## config.mk

```make
export PLATFORM = sky130hd
export DESIGN_NAME = usp_pin_logic
export DESIGN_NICKNAME = d
export VERILOG_FILES = /design/src/usp_pkg.sv /design/src/usp_act_toggle.sv /design/src/usp_pin_logic.sv
export VERILOG_INCLUDE_DIRS = /design/src /design/src/src
export SDC_FILE = /design/constraint.sdc
export NUM_CORES = 1
export LEC_CHECK = 0
export BUFFER_PORTS_ARGS = -buffer_cell sky130_fd_sc_hd__clkbuf_2
export CORE_UTILIZATION = 60
export DETAILED_ROUTE_END_ITERATION = 8
export PLACE_DENSITY = 0.84
export SLEW_MARGIN = 20
export SYNTH_ARGS = -nofsm -noshare
export SYNTH_HDL_FRONTEND = slang
export SYNTH_SLANG_ARGS = --single-unit
```

## constraint.sdc

```tcl
create_clock -name pclk -period 2.8 [get_ports pclk]
set_input_delay 0.14 -clock pclk [delete_from_list [all_inputs] [get_ports pclk]]
set_output_delay 0.14 -clock pclk [all_outputs]
set_load 0.02 [all_outputs]
```

## src/usp_params.svh

```systemverilog
// Purpose: named offsets, fields, reset values and timing for the pin block
// Assumes: 32-bit apb data, one word per register
// Notes: definitions only
`ifndef USP_PARAMS_SVH
`define USP_PARAMS_SVH
// ==========================================================
// register byte addresses
`define USP_A_STAT_CFG   12'h000
`define USP_A_FUNC_SEL   12'h004
`define USP_A_GPIO_DIR   12'h008
`define USP_A_GPIO_OUT   12'h00c
`define USP_A_GPIO_PU    12'h010
`define USP_A_GPIO_IN    12'h014
`define USP_A_MODEM_CTL  12'h018
`define USP_A_STATUS     12'h01c
// ==========================================================
// status pin config fields
`define USP_SC_POL       0
`define USP_SC_RST       1
`define USP_SC_SUSP      2
`define USP_SC_UNSAFE    3
`define USP_SC_RESET     4'h5
// ==========================================================
// pin indices
`define USP_P_RTS        0
`define USP_P_CTS        1
`define USP_P_DTR        2
`define USP_P_DSR        3
`define USP_P_CD         4
`define USP_P_RING       5
`define USP_P_RXACT      6
`define USP_P_TXACT      7
// ==========================================================
// reset values and limits
`define USP_FUNC_RESET   24'h000000
`define USP_DIR_RESET    8'h00
`define USP_OUT_RESET    8'h00
`define USP_PU_RESET     8'hff
`define USP_MC_RESET     2'h0
`define USP_ONE_LOAD     8'h32
// ==========================================================
// activity toggle timing
`define USP_ACT_TOGGLE_MS 100
`define USP_CLK_MHZ       200
`define USP_ACT_CYC       (`USP_ACT_TOGGLE_MS * `USP_CLK_MHZ * 1000)
`endif

```

## src/usp_pkg.sv

```systemverilog
// Purpose: types shared by the pin block
// Assumes: nothing
// Notes: function codes are software visible
package usp_pkg;
	// ==========================================================
	// per-pin function select
	typedef enum logic [2:0] {
		USP_F_GPIO   = 3'h0,
		USP_F_MODEM  = 3'h1,
		USP_F_RS485  = 3'h2,
		USP_F_WAKE   = 3'h3,
		USP_F_ACT    = 3'h4
	} usp_fsel_t;
	typedef logic [7:0] usp_pins_t;
endpackage

```

## src/usp_act_toggle.sv

```systemverilog
// Purpose: activity indicator that toggles at a slow fixed interval
// Assumes: busy comes from logic on pclk
// Notes: counter restarts whenever busy drops
`timescale 1ns/1ps
`include "usp_params.svh"
module usp_act_toggle #(
	parameter int unsigned CYC = `USP_ACT_CYC
) (
	input  wire logic pclk,
	input  wire logic presetn,
	input  wire logic busy,
	output logic      toggle_r
);
	// ==========================================================
	// interval counter
	logic [31:0] cnt_r;

	always_ff @(posedge pclk or negedge presetn) begin
		if (!presetn) begin
			cnt_r <= 32'h0;
		end else if (!busy || cnt_r == CYC - 1) begin
			cnt_r <= 32'h0;
		end else begin
			cnt_r <= cnt_r + 32'h1;
		end
	end

	// idle means the pin stays where it is
	always_ff @(posedge pclk or negedge presetn) begin
		if (!presetn) begin
			toggle_r <= 1'b0;
		end else if (busy && cnt_r == CYC - 1) begin
			toggle_r <= ~toggle_r;
		end
	end
endmodule

```

## src/usp_pin_logic.sv

```systemverilog
// Purpose: bus status output and multifunction pin logic of one channel
// Assumes: usb and uart status inputs are on pclk; pins are asynchronous
// Notes: apb answers in the first access cycle, no wait state
//
// Implementation choices: the APB slave port and the placing of the registers.
`timescale 1ns/1ps
`include "usp_params.svh"
module usp_pin_logic #(
	parameter int unsigned ACT_CYC = `USP_ACT_CYC
) (
	input  wire logic             pclk,
	input  wire logic             presetn,
	input  wire logic             psel,
	input  wire logic             penable,
	input  wire logic             pwrite,
	input  wire logic [11:0]      paddr,
	input  wire logic [31:0]      pwdata,
	output logic      [31:0]      prdata,
	output logic                  pready,
	output logic                  pslverr,
	input  wire logic             usb_bus_reset,
	input  wire logic             usb_suspended,
	input  wire logic             usb_configured,
	input  wire logic [7:0]       max_power,
	input  wire logic             uart_tx_busy,
	input  wire logic             uart_rx_busy,
	input  wire usp_pkg::usp_pins_t pin_in,
	output usp_pkg::usp_pins_t    pin_out,
	output usp_pkg::usp_pins_t    pin_oe,
	output usp_pkg::usp_pins_t    pin_pu,
	output logic                  bus_status_output,
	output logic                  remote_wake_req,
	output logic [3:0]            modem_in_active
);
	import usp_pkg::*;

	// ==========================================================
	// pin synchronisers
	usp_pins_t pin_s1_r;
	usp_pins_t pin_s2_r;
	usp_pins_t pin_s3_r;

	always_ff @(posedge pclk or negedge presetn) begin
		if (!presetn) begin
			pin_s1_r <= `USP_PU_RESET;
			pin_s2_r <= `USP_PU_RESET;
			pin_s3_r <= `USP_PU_RESET;
		end else begin
			pin_s1_r <= pin_in;
			pin_s2_r <= pin_s1_r;
			pin_s3_r <= pin_s2_r;
		end
	end

	// ==========================================================
	// registers
	logic [3:0]  stat_cfg_r;
	logic [23:0] func_r;
	usp_pins_t   dir_r;
	usp_pins_t   out_r;
	usp_pins_t   pu_r;
	logic [1:0]  mc_r;
	logic        wr_en;
	logic        rd_ok;
	logic [31:0] rd_nxt;

	assign wr_en = psel & penable & pwrite & pready;

	always_ff @(posedge pclk or negedge presetn) begin
		if (!presetn) begin
			stat_cfg_r <= `USP_SC_RESET;
		end else if (wr_en && paddr == `USP_A_STAT_CFG) begin
			stat_cfg_r <= pwdata[3:0];
		end
	end

	always_ff @(posedge pclk or negedge presetn) begin
		if (!presetn) begin
			func_r <= `USP_FUNC_RESET;
		end else if (wr_en && paddr == `USP_A_FUNC_SEL) begin
			func_r <= pwdata[23:0];
		end
	end

	always_ff @(posedge pclk or negedge presetn) begin
		if (!presetn) begin
			dir_r <= `USP_DIR_RESET;
			out_r <= `USP_OUT_RESET;
			pu_r  <= `USP_PU_RESET;
			mc_r  <= `USP_MC_RESET;
		end else if (wr_en) begin
			if (paddr == `USP_A_GPIO_DIR) begin
				dir_r <= pwdata[7:0];
			end else if (paddr == `USP_A_GPIO_OUT) begin
				out_r <= pwdata[7:0];
			end else if (paddr == `USP_A_GPIO_PU) begin
				pu_r <= pwdata[7:0];
			end else if (paddr == `USP_A_MODEM_CTL) begin
				mc_r <= pwdata[1:0];
			end
		end
	end

	// ==========================================================
	// apb read decode, data registered at the setup edge
	always_comb begin
		rd_ok  = 1'b1;
		rd_nxt = 32'h0;
		if (paddr == `USP_A_STAT_CFG) begin
			rd_nxt[3:0] = stat_cfg_r;
		end else if (paddr == `USP_A_FUNC_SEL) begin
			rd_nxt[23:0] = func_r;
		end else if (paddr == `USP_A_GPIO_DIR) begin
			rd_nxt[7:0] = dir_r;
		end else if (paddr == `USP_A_GPIO_OUT) begin
			rd_nxt[7:0] = out_r;
		end else if (paddr == `USP_A_GPIO_PU) begin
			rd_nxt[7:0] = pu_r;
		end else if (paddr == `USP_A_GPIO_IN) begin
			rd_nxt[7:0] = pin_s2_r;
		end else if (paddr == `USP_A_MODEM_CTL) begin
			rd_nxt[1:0] = mc_r;
		end else if (paddr == `USP_A_STATUS) begin
			rd_nxt[3:0] = modem_in_active;
			rd_nxt[4]   = bus_status_output;
			rd_nxt[5]   = usb_suspended;
			rd_nxt[6]   = usb_configured;
		end else begin
			rd_ok = 1'b0;
		end
	end

	always_ff @(posedge pclk or negedge presetn) begin
		if (!presetn) begin
			pready  <= 1'b0;
			pslverr <= 1'b0;
			prdata  <= 32'h0;
		end else begin
			pready  <= psel & ~penable;
			pslverr <= psel & ~penable & ~rd_ok;
			if (psel && !penable && !pwrite) begin
				prdata <= rd_nxt;
			end
		end
	end

	// ==========================================================
	// bus status output
	logic high_power;
	logic unsafe;
	logic any_cond;

	// above one unit load the host must configure before full draw
	assign high_power = max_power > `USP_ONE_LOAD;
	assign unsafe     = usb_suspended | (high_power & ~usb_configured);
	assign any_cond   = (stat_cfg_r[`USP_SC_RST] & usb_bus_reset)
	                  | (stat_cfg_r[`USP_SC_SUSP] & usb_suspended)
	                  | (stat_cfg_r[`USP_SC_UNSAFE] & unsafe);

	always_ff @(posedge pclk or negedge presetn) begin
		if (!presetn) begin
			bus_status_output <= 1'b0;
		end else begin
			bus_status_output <= any_cond ~^ stat_cfg_r[`USP_SC_POL];
		end
	end

	// ==========================================================
	// activity indicators
	logic rx_tog;
	logic tx_tog;

	usp_act_toggle #(
		.CYC (ACT_CYC)
	) u_rx_act (
		.pclk     (pclk),
		.presetn  (presetn),
		.busy     (uart_rx_busy),
		.toggle_r (rx_tog)
	);

	usp_act_toggle #(
		.CYC (ACT_CYC)
	) u_tx_act (
		.pclk     (pclk),
		.presetn  (presetn),
		.busy     (uart_tx_busy),
		.toggle_r (tx_tog)
	);

	// ==========================================================
	// per-pin function mux
	usp_pins_t pin_out_nxt;
	usp_pins_t pin_oe_nxt;
	usp_pins_t pin_pu_nxt;
	usp_pins_t special;

	// value each modem or activity output pin carries when that function is selected; rs485 on rts carries uart_tx_busy
	always_comb begin
		special              = 8'h00;
		special[`USP_P_RTS]  = ~mc_r[0];
		special[`USP_P_DTR]  = ~mc_r[1];
		special[`USP_P_RXACT] = rx_tog;
		special[`USP_P_TXACT] = tx_tog;
	end

	genvar gi;
	generate
		for (gi = 0; gi < 8; gi++) begin : g_pin
			usp_fsel_t fs;
			logic      is_out;
			logic      legal_in;
			logic      o_nxt;
			logic      oe_nxt;
			logic      pu_nxt;
			assign fs = usp_fsel_t'(func_r[gi*3 +: 3]);
			// modem inputs sit on pins up to ring; wake only on ring
			assign legal_in = (fs == USP_F_MODEM && gi <= `USP_P_RING)
			                || (fs == USP_F_WAKE && gi == `USP_P_RING);
			// only legal function/pin pairs leave gpio; others fall back
			always_comb begin
				is_out = 1'b0;
				o_nxt  = out_r[gi];
				oe_nxt = dir_r[gi];
				pu_nxt = pu_r[gi];
				if (fs == USP_F_MODEM && (gi == `USP_P_RTS || gi == `USP_P_DTR)) begin
					is_out = 1'b1;
					o_nxt  = special[gi];
				end else if (fs == USP_F_RS485 && gi == `USP_P_RTS) begin
					is_out = 1'b1;
					o_nxt  = uart_tx_busy;
				end else if (fs == USP_F_ACT && (gi == `USP_P_RXACT || gi == `USP_P_TXACT)) begin
					is_out = 1'b1;
					o_nxt  = special[gi];
				end else if (legal_in) begin
					oe_nxt = 1'b0;
					pu_nxt = 1'b1;
				end
				if (is_out) begin
					oe_nxt = 1'b1;
					pu_nxt = 1'b0;
				end
			end
			// one bit per pass keeps each vector bit single-driven
			assign pin_out_nxt[gi] = o_nxt;
			assign pin_oe_nxt[gi]  = oe_nxt;
			assign pin_pu_nxt[gi]  = pu_nxt;
		end
	endgenerate

	always_ff @(posedge pclk or negedge presetn) begin
		if (!presetn) begin
			pin_out <= `USP_OUT_RESET;
			pin_oe  <= `USP_DIR_RESET;
			pin_pu  <= `USP_PU_RESET;
		end else begin
			pin_out <= pin_out_nxt;
			pin_oe  <= pin_oe_nxt;
			pin_pu  <= pin_pu_nxt;
		end
	end

	// ==========================================================
	// modem inputs and remote wakeup
	usp_fsel_t ring_fs;
	logic      ring_fall;
	logic [3:0] mi_nxt;

	assign ring_fs   = usp_fsel_t'(func_r[`USP_P_RING*3 +: 3]);
	assign ring_fall = pin_s3_r[`USP_P_RING] & ~pin_s2_r[`USP_P_RING];

	always_comb begin
		mi_nxt    = 4'h0;
		mi_nxt[0] = ~pin_s2_r[`USP_P_CTS];
		mi_nxt[1] = ~pin_s2_r[`USP_P_DSR];
		mi_nxt[2] = ~pin_s2_r[`USP_P_CD];
		mi_nxt[3] = ~pin_s2_r[`USP_P_RING];
		if (func_r[`USP_P_CTS*3 +: 3] != USP_F_MODEM) mi_nxt[0] = 1'b0;
		if (func_r[`USP_P_DSR*3 +: 3] != USP_F_MODEM) mi_nxt[1] = 1'b0;
		if (func_r[`USP_P_CD*3 +: 3] != USP_F_MODEM) mi_nxt[2] = 1'b0;
		if (ring_fs != USP_F_MODEM) mi_nxt[3] = 1'b0;
	end

	always_ff @(posedge pclk or negedge presetn) begin
		if (!presetn) begin
			modem_in_active <= 4'h0;
			remote_wake_req <= 1'b0;
		end else begin
			modem_in_active <= mi_nxt;
			// resume itself is the usb engine's job; this is its request
			remote_wake_req <= (ring_fs == USP_F_WAKE) & ring_fall;
		end
	end
endmodule

```

==> results of run 1 <==
[power groups by stage]
stage	combinational (mW)	clock (mW)	sequential, mW
finish	0.270	2.35	2.84
detailed placement	0.231	0	2.89
floorplan	0.105	0	2.89
CTS	0.268	2.36	2.84
global placement	0.223	0	2.89
global route	0.297	2.49	2.84
[stage by stage]
stage	instances	setup slack, ns	power (mW)
after detailed placement	1001	0.5395	3.120
after global routing	1063	0.2135	5.625
after CTS	1063	0.3794	5.464
after floorplan	727	0.9494	2.990
after global placement	1001	0.6279	3.110
final	1063	0.3577	5.459
[cell usage after synthesis, types with 10 or more instances]
library cell  instances
a21oi_1              17
a22o_1               17
and2_1               10
buf_4                14
dfrtp_1             158
dfstp_2              35
mux2_2               56
nand2_1              43
nand3_1              33
nand4_1              29
nor2_1               81
nor2b_1              13
nor3_1               14
xnor2_1              20
xor2_1               40
[worst reg2reg max path, cell delays in order (launching register included)]
cell	delay (ns)
dfrtp_1	0.46
nor4b_1	0.40
nand4_1	0.20
nor4_2	0.52
a21bo_2	0.59
nor2_1	0.13
[routing by layer]
| layer | global-route usage | share of wire |
|---|---|---|
| met5 | 0 | 0 |
| met4 | 0.1103 | 0.022 |
| met3 | 0.08160 | 0.065 |
| met2 | 0.4698 | 0.50 |
| met1 | 0.3667 | 0.41 |
[cell families after synthesis]
family / count (synthesis)
AND/OR/NAND/NOR: 288
flip-flops: 193
AO/OA/AOI/OAI: 69
multiplexers: 64
XOR/XNOR: 60
buffers and inverters: 43
adder cells (fa/ha/maj): 2
other: 1
[state kept, by name (all words and copies together) (netlist names), 2 cells and up]
name             flops
u_rx_act.cnt_r      32
stat_cfg_r           4
pin_pu               8
u_tx_act.cnt_r      32
dir_r                8
pin_oe               8
modem_in_active      4
pin_s1_r             8
pu_r                 8
out_r                8
func_r              24
pin_out              8
pin_s2_r             8
prdata              24
mc_r                 2
[layout make-up]
class                   instances  share of cell area
repair buffers                158             0.09793
multi-input cells             491              0.3364
inverters                       9            0.003351
well taps                     180             0.02234
clock inverters                 8            0.007695
clock buffers                  24             0.04890
flip-flops and latches        193              0.4834
[worst max-delay path by stage]
| stage | from | slack [ns] | to | cells past startpoint |
|---|---|---|---|---|
| 6_report | u_rx_act.cnt_r[19] | 0.36 | u_rx_act.cnt_r[18] | 5 |
| 5_1_grt | u_rx_act.cnt_r[19] | 0.21 | u_rx_act.cnt_r[18] | 5 |
| 4_1_cts | u_rx_act.cnt_r[19] | 0.38 | u_rx_act.cnt_r[18] | 5 |
| 3_5_place_dp | u_rx_act.cnt_r[25] | 0.54 | u_rx_act.cnt_r[27] | 5 |
| 3_3_place_gp | u_rx_act.cnt_r[25] | 0.63 | u_rx_act.cnt_r[5] | 5 |
| 2_1_floorplan | u_tx_act.cnt_r[17] | 0.95 | u_tx_act.cnt_r[12] | 6 |
[what timing repair did]
action	4_1_cts	5_1_grt
endpoints found under the setup margin	0	0
resized for setup	0	0
hold endpoints to repair	71	0
hold buffers	30	0
==> run_results.csv, run 1 <==
group,metric,value,unit
synthesis,synthMuxAreaShare,0.08716,
critical_path,regToRegEndpoint,"u_rx_act.cnt_r[18]",
critical_path,critPathSlowestCell,"a21bo_2",
synthesis,netlist_area,8469,um^2
global_route,grt_pass1_wl,32240,um
synthesis,yosysSeqAreaShare,0.5754,
timing,fin_crit,2.442,ns
placement,hpwlAfterDp,13270,um
floorplanning,initial_core_util,0.6125,
pwr,p_comb_frac,0.049,
finish,drive_above_1_share,0.3137,
critical_path,max_stage_delay,0.59,ns
timing,setup_violations,0,
finish,multi_input_area,3391,um^2
floorplanning,die_y,120.8,um
placement,place.gp.congestion,0.8378,
clock_tree,cts.sink_count,193,
critical_path,cp_cell_sequence,"nor4b_1 > nand4_1 > nor4_2 > a21bo_2 > nor2_1",
pwr,power_frac_clock,0.430,
synthesis,synth_area_leaders,"dfrtp_1, dfstp_2, mux2_2",
synthesis,synth-seq-cells,193,
min_path,min_to,"pu_r[5]",
global_route,grt_pass1_vias,6407,
timing,fmax,409.4,MHz
timing,period_share,0.8723,
floorplanning,num_rows,43,
critical_path,worstPathArrival,2.73,ns
min_path,min_from,"pwdata[5]",
timing,hold_ws,0.007047,ns
synthesis,synth_xor_area_frac,0.06205,
finish,final_nets,942,
clock_tree,cts_buffers,17,
clock_tree,clk-insertion-delay-late,0.43,ns
flow_run,drv_cap,0,
finish,fin_util,0.7291,
pwr,p_switching,1.210,mW
synthesis,synthDistinctLibCells,61,
clock_tree,cts_setup_buffers,0,
floorplanning,io_pins,134,
timing,report.final.hold_viol_count,0,
synthesis,synth_top_cell_by_area,"dfrtp_1",
pwr,peakVddDrop,0.5579,mV
critical_path,criticalPathCategory,"flip-flop to flip-flop",
global_route,grtUsageTotal,0.2885,
timing,fin_skew,0.01090,ns
route,wl_per_cell,18.82,um
critical_path,crit_fanout,28,
synthesis,synth-simple-area-share,0.1854,
timing,final_max_slew_viol_count,0,
placement,portBuffers,117,
synthesis,synth_edf_count,0,
run_status,status,"finished clean",
synthesis,synth_fa_ha_area_frac,0.002955,
synthesis,synth-compound-area-share,0.05924,
placement,placed_cell_area,9210,um^2
finish,fillers,863,
critical_path,timing.rr.start,"u_rx_act.cnt_r[19]",
pwr,powerDensity,541.5,nW/um^2
finish,final_area,10080,um^2
pwr,p_int,4.249,mW
synthesis,yosysWarnings,0,
route,viasPerCell,5.954,
route,num_vias,6329,
finish,syn2layout_area_growth,19.03,%
clock_tree,clockRootBuffer,"clkbuf_16",
synthesis,synth-async-reset-ratio,1.000,
finish,final-seq-area,4873,um^2
timing,finalSetupTns,0,ns
global_route,grt_overflow,0,
critical_path,r2r_cells,5,
critical_path,cp.required,3.09,ns
synthesis,syn_area_per_cell,11.76,um^2
global_route,grt_max_degree,76,
route,ant_nets,0,
critical_path,crit_buf_inv,0,
pwr,swShare,0.2217,
route,drcViolationCount,0,
route,first_pass_iters,7,
global_route,antenna_found_initial,0,
finish,mostFrequentLayoutCells,"dfrtp_1, clkbuf_2, nor2_1",
floorplanning,core,13830,um^2
route,wirelength,20010,um
synthesis,synth_top_family_by_area,"simple AND/OR/NAND/NOR gates",
floorplanning,die_x,120.8,um
timing,slew-limit-headroom,0.4531,
timing,rsz0062_at_grt,"false",
critical_path,ff2ff_setup_slack,0.36,ns
pwr,seqPwrFrac,0.520,
synthesis,syn_inst,720,
critical_path,cp-start-kind,"flip-flop",
timing,worst_pin_slew,0.8186,ns
critical_path,crit_path_end_kind,"flip-flop",
clock_tree,cts_tree,"built",
min_path,whs_path_depth,2,
critical_path,crit_family,"simple AND/OR/NAND/NOR gates",
synthesis,synth_top_area_frac,0.4668,
clock_tree,htree_levels,4,
finish,antenna_cells_inserted,0,
min_path,hold_class,"primary input to flip-flop",
clock_tree,clk_path_buf_depth,2,
route,drtIter0Drc,486,
clock_tree,clkSlewWorstSetupHoldPaths,0.07,ns
finish,layout_commonest_cell,"dfrtp_1",
floorplanning,dieArea,14600,um^2
synthesis,ys.flop_type,"dfrtp_1",
pwr,leakagePower,4.807,nW
(Power assumes the default switching activity.)
==> run 2: changes to the inputs <==
--- a/config.mk
+++ b/config.mk
@@ -9,8 +9,9 @@
 export BUFFER_PORTS_ARGS = -buffer_cell sky130_fd_sc_hd__clkbuf_2
 export CORE_UTILIZATION = 60
 export DETAILED_ROUTE_END_ITERATION = 8
-export PLACE_DENSITY = 0.84
+export PLACE_DENSITY = 0.83
 export SLEW_MARGIN = 20
 export SYNTH_ARGS = -nofsm -noshare
 export SYNTH_HDL_FRONTEND = slang
+export SYNTH_HIERARCHICAL = 1
 export SYNTH_SLANG_ARGS = --single-unit
==> run_results.csv, run 2 <==
group,metric,value,unit
synthesis,yosysSeqAreaShare,0.5448,
min_path,hold_class,"primary input to flip-flop",
global_route,grtUsageTotal,0.2788,
finish,layout_commonest_cell,"dfrtp_1",
route,wl_per_cell,18.27,um
critical_path,crit_path_end_kind,"flip-flop",
placement,place.gp.congestion,0.8971,
route,drcViolationCount,0,
clock_tree,cts.sink_count,193,
synthesis,synth_xor_area_frac,0.04210,
timing,setup_violations,0,
placement,hpwlAfterDp,13900,um
synthesis,synth_top_family_by_area,"simple AND/OR/NAND/NOR gates",
critical_path,criticalPathCategory,"flip-flop to flip-flop",
floorplanning,num_rows,44,
synthesis,synth-compound-area-share,0.08659,
floorplanning,die_y,124.1,um
floorplanning,initial_core_util,0.6154,
finish,mostFrequentLayoutCells,"dfrtp_1, clkbuf_2, nor2_1",
pwr,peakVddDrop,0.4385,mV
synthesis,yosysMostFrequentCell,"dfrtp_1",
finish,fin_util,0.7242,
route,first_pass_iters,5,
finish,reg_top3,"u_rx_act/cnt_r: 32 flops, u_tx_act/cnt_r: 32 flops",
synthesis,synth_area_leaders,"dfrtp_1, dfstp_2, mux2_2",
synthesis,syn_area_per_cell,11.37,um^2
timing,finalSetupTns,0,ns
critical_path,crit_fanout,25,
global_route,antenna_found_initial,0,
synthesis,synth-async-reset-ratio,1.000,
critical_path,cp-start-kind,"flip-flop",
floorplanning,core,14530,um^2
global_route,grt_pass1_vias,6550,
route,drtIter0Drc,734,
timing,rsz0062_at_grt,"false",
synthesis,synthMuxAreaShare,0.08337,
clock_tree,ctsResizeCount,0,
finish,syn2layout_area_growth,17.67,%
clock_tree,htree_levels,4,
synthesis,yosysWarnings,6,
global_route,grt_overflow,0,
synthesis,synth_top_area_frac,0.4420,
global_route,grt_pass1_wl,32520,um
route,viasPerCell,6.041,
synthesis,netlist_area,8945,um^2
synthesis,synth-simple-area-share,0.2073,
pwr,powerDensity,511.9,nW/um^2
finish,final_nets,1007,
synthesis,synthDistinctLibCells,73,
timing,report.final.hold_viol_count,0,
floorplanning,die_x,124.1,um
floorplanning,io_pins,134,
timing,slew-limit-headroom,0.4695,
finish,antenna_cells_inserted,0,
clock_tree,clk-insertion-delay-late,0.43,ns
run_status,status,"finished clean",
global_route,grt_max_degree,96,
critical_path,worstPathArrival,2.56,ns
route,num_vias,6838,
timing,period_share,0.8183,
route,wirelength,20680,um
pwr,leakagePower,4.855,nW
finish,drive_above_1_share,0.3080,
clock_tree,clk_path_buf_depth,2,
clock_tree,clockRootBuffer,"clkbuf_16",
synthesis,synth_edf_count,0,
clock_tree,cts_tree,"built",
floorplanning,dieArea,15400,um^2
synthesis,synth_top_cell_by_area,"dfrtp_1",
timing,fin_crit,2.291,ns
synthesis,ys.flop_type,"dfrtp_1",
synthesis,yosys-top-cells-count,"dfrtp_1, nor2_1, nand2_1",
flow_run,drv_cap,0,
clock_tree,cts_setup_buffers,0,
placement,portBuffers,117,
timing,worst_pin_slew,0.7897,ns
route,ant_nets,0,
synthesis,synth_fa_ha_area_frac,0.002798,
timing,fmax,436.5,MHz
clock_tree,cts_hold_buf,29,
clock_tree,cts_buffers,17,
critical_path,cp.required,3.07,ns
timing,fin_skew,0.009952,ns
timing,final_max_slew_viol_count,0,
synthesis,syn_inst,787,
clock_tree,clkSlewWorstSetupHoldPaths,0.06,ns
synthesis,synth-seq-cells,193,
-- run 2: cell count changes in the layout (fill, tap and decap cells not counted), moves of 10 or more --
| cell | delta |
|---|---|
| nor4_1 | +11 |
| or4_1 | +12 |
| inv_1 | +10 |
| a21oi_1 | +17 |
| mux2_2 | -20 |
| nand2b_1 | +10 |
| xor2_1 | -23 |
| mux2_4 | +20 |
-- run 2: final timing paths --
kind,startpoint,endpoint,slack (ns),cells past startpoint
max in group asynchronous,presetn,pin_pu[4],1.59,3
min reg2reg,pin_s1_r[7],pin_s2_r[7],0.35,0
min,uart_rx_busy,u_rx_act/cnt_r[27],0.02,3
max reg2reg,u_tx_act/cnt_r[17],u_tx_act/cnt_r[13],0.51,5
min in group asynchronous,presetn,prdata[12],0.35,2
max,u_tx_act/cnt_r[17],u_tx_act/cnt_r[13],0.51,5
-- run 2: cell families after synthesis --
group	count (synthesis)
xor gates and xnor gates	43
other	1
and+or+nand+nor	320
DFF	193
AOI/OAI and AO/OA	111
buffers and inverters	57
muxes	60
adders and majority gates	2
-- run 2: per-layer routing --
metal  vias up  wire length (um)  GRT usage
li1       3144                 -          -
met1      3348              8844     0.3633
met2       294             10100     0.4565
met3        52              1232    0.05998
met4         0               500     0.1064
met5         -                 0          0
-- run 2: layout make-up --
class | count | area [um^2]
flip-flops and latches | 193 | 4873
clock inverters | 10 | 77.57
clock buffers | 22 | 464.2
inverters | 19 | 71.32
multi-input cells | 544 | 3806
well taps | 184 | 230.2
repair buffers | 160 | 1002
fillers | 1024 | 4009
-- run 2: stage by stage --
stage	instance area, um^2	instances	hold slack (ns)	worst slack [ns]	power [mW]
finish	10530	1132	0.02227	0.5089	5.388
detailed placement	9693	1071	0.2293	0.4949	3.156
global route	10530	1132	0.02876	0.3726	5.575
floorplan	8971	794	-0.1556	0.8503	3.007
global placement	9693	1071	0.2283	0.5455	3.153
CTS	10530	1132	0.004725	0.5377	5.420
-- run 2: critical path, stage by stage (launching register included) --
cell and delay [ns]:
dfrtp_1 0.44, nor4_1 0.40, nand4_1 0.16, or2_1 0.38, o21ai_4 0.61, nor2_1 0.15
-- run 2: power breakdown --
group | switching [mW] | internal [mW] | leakage [nW]
clock | 1.05 | 1.20 | 0.268
combinational | 0.189 | 0.105 | 2.04
sequential | 0.0206 | 2.83 | 2.55
